===== src/rtl/port_power_cfg_pkg.sv =====
// Shared constants for the general configuration register of the port power controller.
package port_power_cfg_pkg;

	// Register map on the register port.
	localparam logic [7:0] GENERAL_CONFIGURATION_ADDR = 8'h15;
	localparam logic [7:0] GENERAL_CONFIGURATION_RST  = 8'h01;

	// Field positions inside the general configuration register.
	localparam int ALERT_MASK_BIT      = 7;
	localparam int UNUSED_BIT          = 6;
	localparam int ALERT_LINK_BIT      = 5;
	localparam int DISCHARGE_BIT       = 4;
	localparam int QUOTA_ENABLE_BIT    = 3;
	localparam int TALLY_CLEAR_BIT     = 2;
	localparam int ACTION_MSB          = 1;
	localparam int ACTION_LSB          = 0;

	// Mask of bits that software can write; the unused bit is held at zero.
	localparam logic [7:0] WRITABLE_MASK = 8'hBF;

	// Encodings of the quota limit action field.
	localparam logic [1:0] ACTION_REPORT            = 2'h0;
	localparam logic [1:0] ACTION_REPORT_DISCONNECT = 2'h1;
	localparam logic [1:0] ACTION_DISCONNECT_SLEEP  = 2'h2;
	localparam logic [1:0] ACTION_IGNORE            = 2'h3;

endpackage : port_power_cfg_pkg


===== src/rtl/quota_response.sv =====
// Quota-reached flag and the response that the quota limit action field selects.
`timescale 1ns/1ps
module quota_response
	import port_power_cfg_pkg::*;
(
	input  wire logic       ref_clk,
	input  wire logic       rst_n,
	input  wire logic       quota_enable,
	input  wire logic       tally_clear,
	input  wire logic [1:0] quota_limit_action,
	input  wire logic       quota_threshold_hit,
	output logic            charge_quota_reached_flag,
	output logic            quota_report,
	output logic            quota_disconnect,
	output logic            quota_sleep_request
);

	logic flag_set;
	logic flag_clear;

	// A hit counts only while accounting runs and the action is not ignore.
	assign flag_set   = quota_threshold_hit & quota_enable
		& (quota_limit_action != ACTION_IGNORE);
	// Disabling accounting withdraws the flag; a tally clear also restarts it.
	assign flag_clear = ~quota_enable | tally_clear;

	// Set wins over clear so that a hit in the clearing cycle is not lost.
	always_ff @(posedge ref_clk or negedge rst_n) begin
		if (!rst_n) begin
			charge_quota_reached_flag <= 1'b0;
		end else if (flag_set) begin
			charge_quota_reached_flag <= 1'b1;
		end else if (flag_clear) begin
			charge_quota_reached_flag <= 1'b0;
		end
	end

	// Response decode; all of it is gated by enable so disabling removes it at once.
	assign quota_report        = charge_quota_reached_flag & quota_enable
		& ((quota_limit_action == ACTION_REPORT)
		| (quota_limit_action == ACTION_REPORT_DISCONNECT));
	assign quota_disconnect    = charge_quota_reached_flag & quota_enable
		& ((quota_limit_action == ACTION_REPORT_DISCONNECT)
		| (quota_limit_action == ACTION_DISCONNECT_SLEEP));
	assign quota_sleep_request = charge_quota_reached_flag & quota_enable
		& (quota_limit_action == ACTION_DISCONNECT_SLEEP);

	a_ignore_no_flag : assert property (@(posedge ref_clk) disable iff (!rst_n)
		(quota_threshold_hit && quota_limit_action == ACTION_IGNORE
		&& !charge_quota_reached_flag) |=> !charge_quota_reached_flag)
		else $error("Ignore action still raised the quota flag.");

	a_disable_withdraw : assert property (@(posedge ref_clk) disable iff (!rst_n)
		!quota_enable |=> !charge_quota_reached_flag && !quota_report
		&& !quota_disconnect && !quota_sleep_request)
		else $error("Quota response survived disabled accounting.");

endmodule : quota_response


===== src/rtl/port_power_general_config.sv =====
// General configuration register of the port power controller and its control outputs.
`timescale 1ns/1ps
module port_power_general_config
	import port_power_cfg_pkg::*;
(
	input  wire logic       ref_clk,
	input  wire logic       rst_n,
	input  wire logic [7:0] reg_addr,
	input  wire logic [7:0] reg_wdata,
	input  wire logic       reg_write,
	input  wire logic       reg_read,
	output logic      [7:0] reg_rdata,
	input  wire logic       error_condition,
	input  wire logic       low_current_indicator,
	input  wire logic       thermal_regulation_indicator,
	input  wire logic       quota_threshold_hit,
	output logic            alert_active,
	output logic            switch_open_request,
	output logic            bus_discharge_active,
	output logic            accumulate_enable,
	output logic            charge_tally_zero,
	output logic            charge_quota_reached_flag,
	output logic            quota_report,
	output logic            quota_sleep_request
);

	// Position of the self-clearing tally bit inside the register byte.
	localparam logic [7:0] TALLY_CLEAR_MASK = 8'h01 << TALLY_CLEAR_BIT;

	logic [7:0] general_configuration;
	logic [7:0] next_general_configuration;
	logic       cfg_hit;
	logic       cfg_write;
	logic       enable_falling;
	logic       tally_clear;
	logic       quota_disconnect;
	logic       bus_discharge_request;
	logic       charge_quota_enable;
	logic       alert_link;
	logic       alert_mask;
	logic [1:0] quota_limit_action;

	// Address decode for the single register of this block.
	assign cfg_hit   = (reg_addr == GENERAL_CONFIGURATION_ADDR);
	assign cfg_write = reg_write & cfg_hit;

	// Field views of the stored register.
	assign alert_mask            = general_configuration[ALERT_MASK_BIT];
	assign alert_link            = general_configuration[ALERT_LINK_BIT];
	assign bus_discharge_request = general_configuration[DISCHARGE_BIT];
	assign charge_quota_enable   = general_configuration[QUOTA_ENABLE_BIT];
	assign tally_clear           = general_configuration[TALLY_CLEAR_BIT];
	assign quota_limit_action    = general_configuration[ACTION_MSB:ACTION_LSB];

	// Next value: writes land through the writable mask, and the tally clear bit
	// drops by itself one cycle after it was set so software never sees it stuck.
	assign next_general_configuration = cfg_write
		? (reg_wdata & WRITABLE_MASK)
		: (general_configuration & ~TALLY_CLEAR_MASK);

	// Only the power-on reset touches this register; the Sleep state does not,
	// so contents survive Sleep without any extra retention logic.
	always_ff @(posedge ref_clk or negedge rst_n) begin
		if (!rst_n) begin
			general_configuration <= GENERAL_CONFIGURATION_RST;
		end else begin
			general_configuration <= next_general_configuration;
		end
	end

	// Read data is registered; other addresses return zero.
	always_ff @(posedge ref_clk or negedge rst_n) begin
		if (!rst_n) begin
			reg_rdata <= 8'h00;
		end else if (reg_read) begin
			reg_rdata <= cfg_hit ? general_configuration : 8'h00;
		end
	end

	// A one-to-zero write of the enable is seen as the stored bit falling.
	assign enable_falling = cfg_write & charge_quota_enable
		& ~reg_wdata[QUOTA_ENABLE_BIT];

	// Tally zero pulse to the charge datapath, one cycle wide per event.
	always_ff @(posedge ref_clk or negedge rst_n) begin
		if (!rst_n) begin
			charge_tally_zero <= 1'b0;
		end else begin
			charge_tally_zero <= enable_falling
				| (cfg_write & reg_wdata[TALLY_CLEAR_BIT]);
		end
	end

	// Accumulation runs only with the enable set.
	assign accumulate_enable = charge_quota_enable;

	// The switch opens for discharge or a quota disconnect; discharge has no
	// timeout, so software must clear the bit to let the switch close again.
	assign switch_open_request  = bus_discharge_request | quota_disconnect;
	assign bus_discharge_active = bus_discharge_request;

	// Alert: errors unless masked, indicators only when linked.
	assign alert_active = (error_condition & ~alert_mask)
		| (alert_link & (low_current_indicator | thermal_regulation_indicator));

	// Quota flag and action response.
	quota_response u_quota_response (
		.ref_clk                   (ref_clk),
		.rst_n                     (rst_n),
		.quota_enable              (charge_quota_enable),
		.tally_clear               (tally_clear),
		.quota_limit_action        (quota_limit_action),
		.quota_threshold_hit       (quota_threshold_hit),
		.charge_quota_reached_flag (charge_quota_reached_flag),
		.quota_report              (quota_report),
		.quota_disconnect          (quota_disconnect),
		.quota_sleep_request       (quota_sleep_request)
	);

	// Register port: writes land through the mask and reads return the stored byte.
	a_write_lands : assert property (@(posedge ref_clk) disable iff (!rst_n)
		cfg_write |=> general_configuration == ($past(reg_wdata) & WRITABLE_MASK))
		else $error("Register write did not land through the mask.");

	a_read_data : assert property (@(posedge ref_clk) disable iff (!rst_n)
		(reg_read && cfg_hit) |=> reg_rdata == $past(general_configuration))
		else $error("Read data does not match the stored register.");

	a_read_foreign : assert property (@(posedge ref_clk) disable iff (!rst_n)
		(reg_read && !cfg_hit) |=> reg_rdata == 8'h00)
		else $error("Read of a foreign address returned data.");

	a_unused_zero : assert property (@(posedge ref_clk) disable iff (!rst_n)
		!general_configuration[UNUSED_BIT] && !reg_rdata[UNUSED_BIT])
		else $error("Unused bit not zero.");

	a_hold_no_write : assert property (@(posedge ref_clk) disable iff (!rst_n)
		!cfg_write |=> (general_configuration & ~TALLY_CLEAR_MASK)
		== ($past(general_configuration) & ~TALLY_CLEAR_MASK))
		else $error("Register changed without a write.");

	// Discharge: the switch opens and holds with the request bit; clearing it drops bus_discharge_active.
	a_discharge_opens : assert property (@(posedge ref_clk) disable iff (!rst_n)
		(cfg_write && reg_wdata[DISCHARGE_BIT]) |=> switch_open_request && bus_discharge_active)
		else $error("Discharge write did not open switch.");

	a_discharge_holds : assert property (@(posedge ref_clk) disable iff (!rst_n)
		bus_discharge_request && !cfg_write |=> switch_open_request)
		else $error("Switch closed while discharge still requested.");

	a_discharge_release : assert property (@(posedge ref_clk) disable iff (!rst_n)
		(cfg_write && !reg_wdata[DISCHARGE_BIT]) |=> !bus_discharge_active)
		else $error("Discharge stayed active after the request was cleared.");

	// Accounting: enable, tally zeroing and the self-clearing tally bit.
	a_disable_zeroes : assert property (@(posedge ref_clk) disable iff (!rst_n)
		enable_falling |=> charge_tally_zero && !accumulate_enable)
		else $error("Disabling accounting did not zero tally.");

	a_no_accumulate : assert property (@(posedge ref_clk) disable iff (!rst_n)
		(cfg_write && !reg_wdata[QUOTA_ENABLE_BIT]) |=> !accumulate_enable)
		else $error("Accumulating while disabled.");

	a_disable_flag_clear : assert property (@(posedge ref_clk) disable iff (!rst_n)
		enable_falling |=> ##1 !charge_quota_reached_flag)
		else $error("Quota flag survived disabling.");

	a_tally_selfclear : assert property (@(posedge ref_clk) disable iff (!rst_n)
		(cfg_write && reg_wdata[TALLY_CLEAR_BIT]) |=> charge_tally_zero && tally_clear
		##1 (!tally_clear || $past(cfg_write)))
		else $error("Tally clear bit did not self-clear.");

	a_selfclear_idle : assert property (@(posedge ref_clk) disable iff (!rst_n)
		!cfg_write |=> !tally_clear)
		else $error("Tally clear bit stayed set without a write.");

	a_tally_only_write : assert property (@(posedge ref_clk) disable iff (!rst_n)
		!cfg_write |=> !charge_tally_zero)
		else $error("Tally zero pulse without a register write.");

	a_tally_clear_flag : assert property (@(posedge ref_clk) disable iff (!rst_n)
		(tally_clear && !quota_threshold_hit) |=> !charge_quota_reached_flag)
		else $error("Tally clear did not drop the quota flag.");

	// Threshold action: each of the three acting codes drives its own set of responses.
	a_sleep_action : assert property (@(posedge ref_clk) disable iff (!rst_n)
		(charge_quota_reached_flag && charge_quota_enable
		&& quota_limit_action == ACTION_DISCONNECT_SLEEP)
		|-> quota_sleep_request && switch_open_request && !quota_report)
		else $error("Disconnect and sleep action wrong.");

	a_disconnect_action : assert property (@(posedge ref_clk) disable iff (!rst_n)
		(charge_quota_reached_flag && charge_quota_enable
		&& quota_limit_action == ACTION_REPORT_DISCONNECT)
		|-> quota_report && switch_open_request && !quota_sleep_request)
		else $error("Report and disconnect action wrong.");

	a_report_only : assert property (@(posedge ref_clk) disable iff (!rst_n)
		(charge_quota_reached_flag && charge_quota_enable && !bus_discharge_request
		&& quota_limit_action == ACTION_REPORT)
		|-> quota_report && !switch_open_request && !quota_sleep_request)
		else $error("Report-only action opened the switch or asked for sleep.");

	// Alert: indicator path through the link bit, error path through the mask.
	a_link_alert : assert property (@(posedge ref_clk) disable iff (!rst_n)
		(alert_link && (low_current_indicator || thermal_regulation_indicator)) |-> alert_active)
		else $error("Linked indicator did not raise alert.");

	a_unlinked_quiet : assert property (@(posedge ref_clk) disable iff (!rst_n)
		(!alert_link && !error_condition) |-> !alert_active)
		else $error("Alert raised by an unlinked indicator.");

	a_mask_alert : assert property (@(posedge ref_clk) disable iff (!rst_n)
		(error_condition && !alert_link) |-> (alert_active == !alert_mask))
		else $error("Alert mask not honoured.");

	a_alert_quiet : assert property (@(posedge ref_clk) disable iff (!rst_n)
		(alert_mask && !alert_link) |-> !alert_active)
		else $error("Masked error still raised the alert.");

endmodule : port_power_general_config


===== config.mk =====
export PLATFORM = sky130hd
export DESIGN_NAME = port_power_general_config
export DESIGN_NICKNAME = d
export VERILOG_FILES = /design/src/rtl/port_power_cfg_pkg.sv /design/src/rtl/quota_response.sv /design/src/rtl/port_power_general_config.sv
export SDC_FILE = /design/constraint.sdc
export NUM_CORES = 1
export LEC_CHECK = 0
export ABC_CLOCK_PERIOD_IN_PS = 2550
export BUFFER_PORTS_ARGS = -buffer_cell sky130_fd_sc_hd__buf_4
export CORE_ASPECT_RATIO = 1.5
export CORE_MARGIN = 1
export CORE_UTILIZATION = 35
export DETAILED_ROUTE_END_ITERATION = 8
export GPL_ROUTABILITY_DRIVEN = 0
export PLACE_DENSITY = 0.7
export SLEW_MARGIN = 20
export SYNTH_ARGS = -nofsm -noshare
export SYNTH_HDL_FRONTEND = slang
export SYNTH_SLANG_ARGS = --single-unit

===== constraint.sdc =====
create_clock -name ref_clk -period 2.55 [get_ports ref_clk]
set_input_delay 0.255 -clock ref_clk [delete_from_list [all_inputs] [get_ports ref_clk]]
set_output_delay 0.255 -clock ref_clk [all_outputs]
set_load 0.005 [all_outputs]

# Word level (Yosys, flattened, before mapping)
# Index checks and enable logic that the tools add are counted.
# classes
eq_ne	4
mux	4
n_bitwise	22
reduce_logical	2
# op_table
op	n
$and A1 B1 Y1	12
$eq A8 B5 Y1 const B	1
$mux W8	1
$or A1 B1 Y1	7
$mux W3	1
$not A1 Y1	3
$eq A2 B1 Y1 const B	1
$eq A2 B2 Y1 const B	1
$logic_not A2 Y1	1
$mux W1	2
$ne A2 B2 Y1 const B	1
$reduce_bool A2 Y1	1
# word_totals
ff_bits	17
input_bits	24
output_inout_bits	16
elab_cells	37

# Depth between registers and ports, before layout
# logic_depth
ltp_word	5
ltp_mapped	3
mapped_depth_nobuf	3

# Cells and area by module
# From an unflattened synthesis, not the netlist that was laid out.
# unflattened
cells_unflattened	70
hier_area_um2	779.5
# modules_own_cells
module	n_inst	cells_each	area_per_inst_um2	seq_area_each_um2
port_power_general_config	1	57	651.9	376.6
quota_response	1	13	127.6	25.0

# Worst setup path before layout
# OpenSTA, ideal clock, no wires.
# synth_path
path_type	register to output
from	register general_configuration[0]
to	output switch_open_request
t_arrival_ns	1.066
required_ns	2.295
setup_slack_ns	1.229
path_stages_with_launch	4
n_path_buf	0
cell_sequence	dfstp_2 inv_1 ha_1 a31o_2
# synth_between
elab_chain_cells	4
elab_cells_between_ends	5
classes_between	eq/ne (2); bitwise (3)
# synth_lines
element	line_no	source
start: declaration	port_power_general_config.sv:30	logic [7:0] general_configuration;
start signal: assignment	port_power_general_config.sv:67	general_configuration <= next_general_configuration;
$eq A2 B1 Y1 or $eq A2 B2 Y1 (tied branches)	quota_response.sv:43, quota_response.sv:44	
$or A1 B1 Y1 *	quota_response.sv:44	| (quota_limit_action == ACTION_DISCONNECT_SLEEP));
$and A1 B1 Y1 *	quota_response.sv:43	& ((quota_limit_action == ACTION_REPORT_DISCONNECT)
$or A1 B1 Y1 *	port_power_general_config.sv:99	assign switch_open_request = bus_discharge_request | quota_disconnect;
end: declaration	port_power_general_config.sv:18	output logic switch_open_request,
# Every way passes the cells marked *; elsewhere a longest branch is shown, timed or not.

# Worst setup path after layout
# Same ends and word-level chain as after synthesis.

==> reports/metrics.yaml <==
status: "finished clean"
crit_fanout: 5
synthesis.nets: 98
clk_pin_slew_ps: 90
critPathArrivalTime_ps: 1540
drive_gt1_frac: 0.473
via_per_inst: 4.73
firstDrtPassIters: 3
p_per_area_nw_per_um2: 437
boundaryPins: 40
register_area_um2: 402
synth.area.mux_share: 0.0874
drtIter0Drc: 7
grt_max_degree: 17
nets: 139
die_w_um: 40.4
yosysWarnings: 0
grtUsageTotal: 0.139
finalCriticalPeriod_ps: 1790
p_leak_nw: 0.572
use_met2: 0.220
ys_async_sr_fraction: 1.00
synth.most_common_cell: "dfrtp_1"
fmax_ghz: 0.558
rows: 20
yosysTopAreaCell: "dfrtp_1"
synth_cell_types: 21
htreeDepth: 1
route.detailed.drc: 0
synthesis.area_um2: 773
setup_viol: 0
postLayoutCoreUtil: 0.543
grt_pass1_vias: 545
avgSynthCellArea_um2: 11.0
grt_pass1_wl_um: 2240
synth_edf_count: 0
clock_sinks: 16
synth_xor_xnor_area_share: 0
syn_inst: 70
finalHoldViolCount: 0
synth_top_family_by_area: "simple AND/OR/NAND/NOR gates"
end_kind: "output pin"
routedWlPerCell_um: 11.5
synth.top_cells.by_count: "dfrtp_1, inv_1, nand2_1, o22ai_1, mux2_2"
antennaDiodeCount: 0
synth_simple_gate_area_frac: 0.138
drtAntennaViolNets: 0
clock-root-buffer: "clkbuf_4"
hold_path_class: "in -> reg"
path_class: "reg -> out"
peakVddDrop_mv: 0.275
core_area_um2: 2050
die_h_um: 59.6
seq_area_frac_synth: 0.519
synthTopCellsByArea: "dfrtp_1, mux2_2, ha_1"
top_usage_layer: "met2"
numCtsBuffers: 3
grt_antenna_before_repair: 0
drv_slew: 0
die-area_um2: 2400
synth_top_area_share: 0.485
synth-compound-area-share: 0.108
routed_wl_um: 1520
use_met1: 0.155
synthAdderAreaFrac: 0.0647
grtUsageMet3: 0.0414
clk-insertion-delay-late_ps: 280
finalCritPeriodShare: 0.703
required_ps: 2300
ys_seq_elements: 16
placed_area_um2: 1070
post_cts_buffers: 0
setup-tns-final_ps: 0
multi_input_area_um2: 312
num_vias: 625
cts_max_path_buffers: 2
port_buffers: 37
dp_hpwl_um: 1250
area_growth_pct: 44.0
cap_violations: 0
cts_tree: "built"
ys.flop_type: "dfrtp_1"
clock_skew_ps: 2.13
start_util: 0.377
holdWs_ps: 201
final_area_um2: 1110
start_kind: "flip-flop"
rsz0062_at_grt: "false"
fill_cells: 189
gr-total-overflow: 0
[cells by family after synthesis]
logic type	Yosys count
adders and majority gates	4
DFF	16
muxes	6
AOI/OAI and AO/OA	13
other	1
and+or+nand+nor	15
buffers and inverters	15
[flip-flops by register name (all words and copies together), names as in the netlist]
| signal | count |
|---|---|
| reg_rdata | 7 |
| general_configuration | 7 |
| u_quota_response.charge_quota_reached_flag | 1 |
| charge_tally_zero | 1 |
[layer usage]
metal	share of wire	wire [µm]	up-vias
met1	0.38	574	302
met3	0.039	59	2
met4	0.011	16	0
li1	-	-	309
met5	0	0	-
met2	0.57	868	12
[final cells by class]
class / instances / area share
tap: 22 / 0.0247
multi-input combinational: 39 / 0.280
sequential: 16 / 0.361
inverter: 13 / 0.0438
timing repair buffer: 38 / 0.258
clock buffer: 4 / 0.0326
[path summary, 6_finish.rpt]
kind / cells past startpoint / endpoint / slack (ps) / start
min reg2reg: 2 / reg_rdata[2] / 530 / reg_rdata[2]
max reg2reg: 3 / u_quota_response.charge_quota_reached_flag / 1510 / general_configuration[0]
max in group asynchronous: 2 / general_configuration[0] / 1950 / rst_n
max: 4 / switch_open_request / 760 / general_configuration[0]
min: 2 / general_configuration[7] / 200 / reg_wdata[7]
min in group asynchronous: 2 / reg_rdata[7] / 360 / rst_n
[per-stage QoR]
| stage | power [mW] | cells | worst slack [ps] |
|---|---|---|---|
| 2_1_floorplan | 0.287 | 70 | 1230 |
| 3_5_place_dp | 0.329 | 127 | 1070 |
| 6_report | 0.487 | 132 | 757 |
| 3_3_place_gp | 0.327 | 127 | 1090 |
| 5_1_grt | 0.515 | 132 | 688 |
| 4_1_cts | 0.496 | 132 | 742 |
[cell usage in the layout (no fill, tap or decap)]
master,instances
o22ai_1,8
nand2_1,8
dfrtp_1,15
dfstp_2,1
a21oi_1,1
conb_1,1
and4bb_2,1
clkbuf_8,1
a31o_2,1
inv_1,13
clkbuf_4,3
o211a_1,1
and3_1,1
buf_4,37
nand3_4,1
o21ai_0,2
nand2b_1,1
and2_1,1
dlygate4sd3_1,1
ha_1,4
nor2_1,1
mux2_2,6
nor4b_4,1
[where the power goes]
group	switching, mW	internal, mW	total [mW]
sequential	0.00659	0.259	0.266
clock	0.0761	0.0868	0.163
combinational	0.0215	0.0367	0.0582
total	0.104	0.383	0.487
[critical path, stage by stage, from the launching register on]
cell     delay (ps)
dfstp_2         580
inv_1            60
ha_1            290
a31o_2          200
buf_4           130
[timing repair]
item	in CTS	in global routing
hold buffers	1	0
hold endpoints to repair	15	0
resized for setup	0	0
Power figures use the tool's default switching activity.
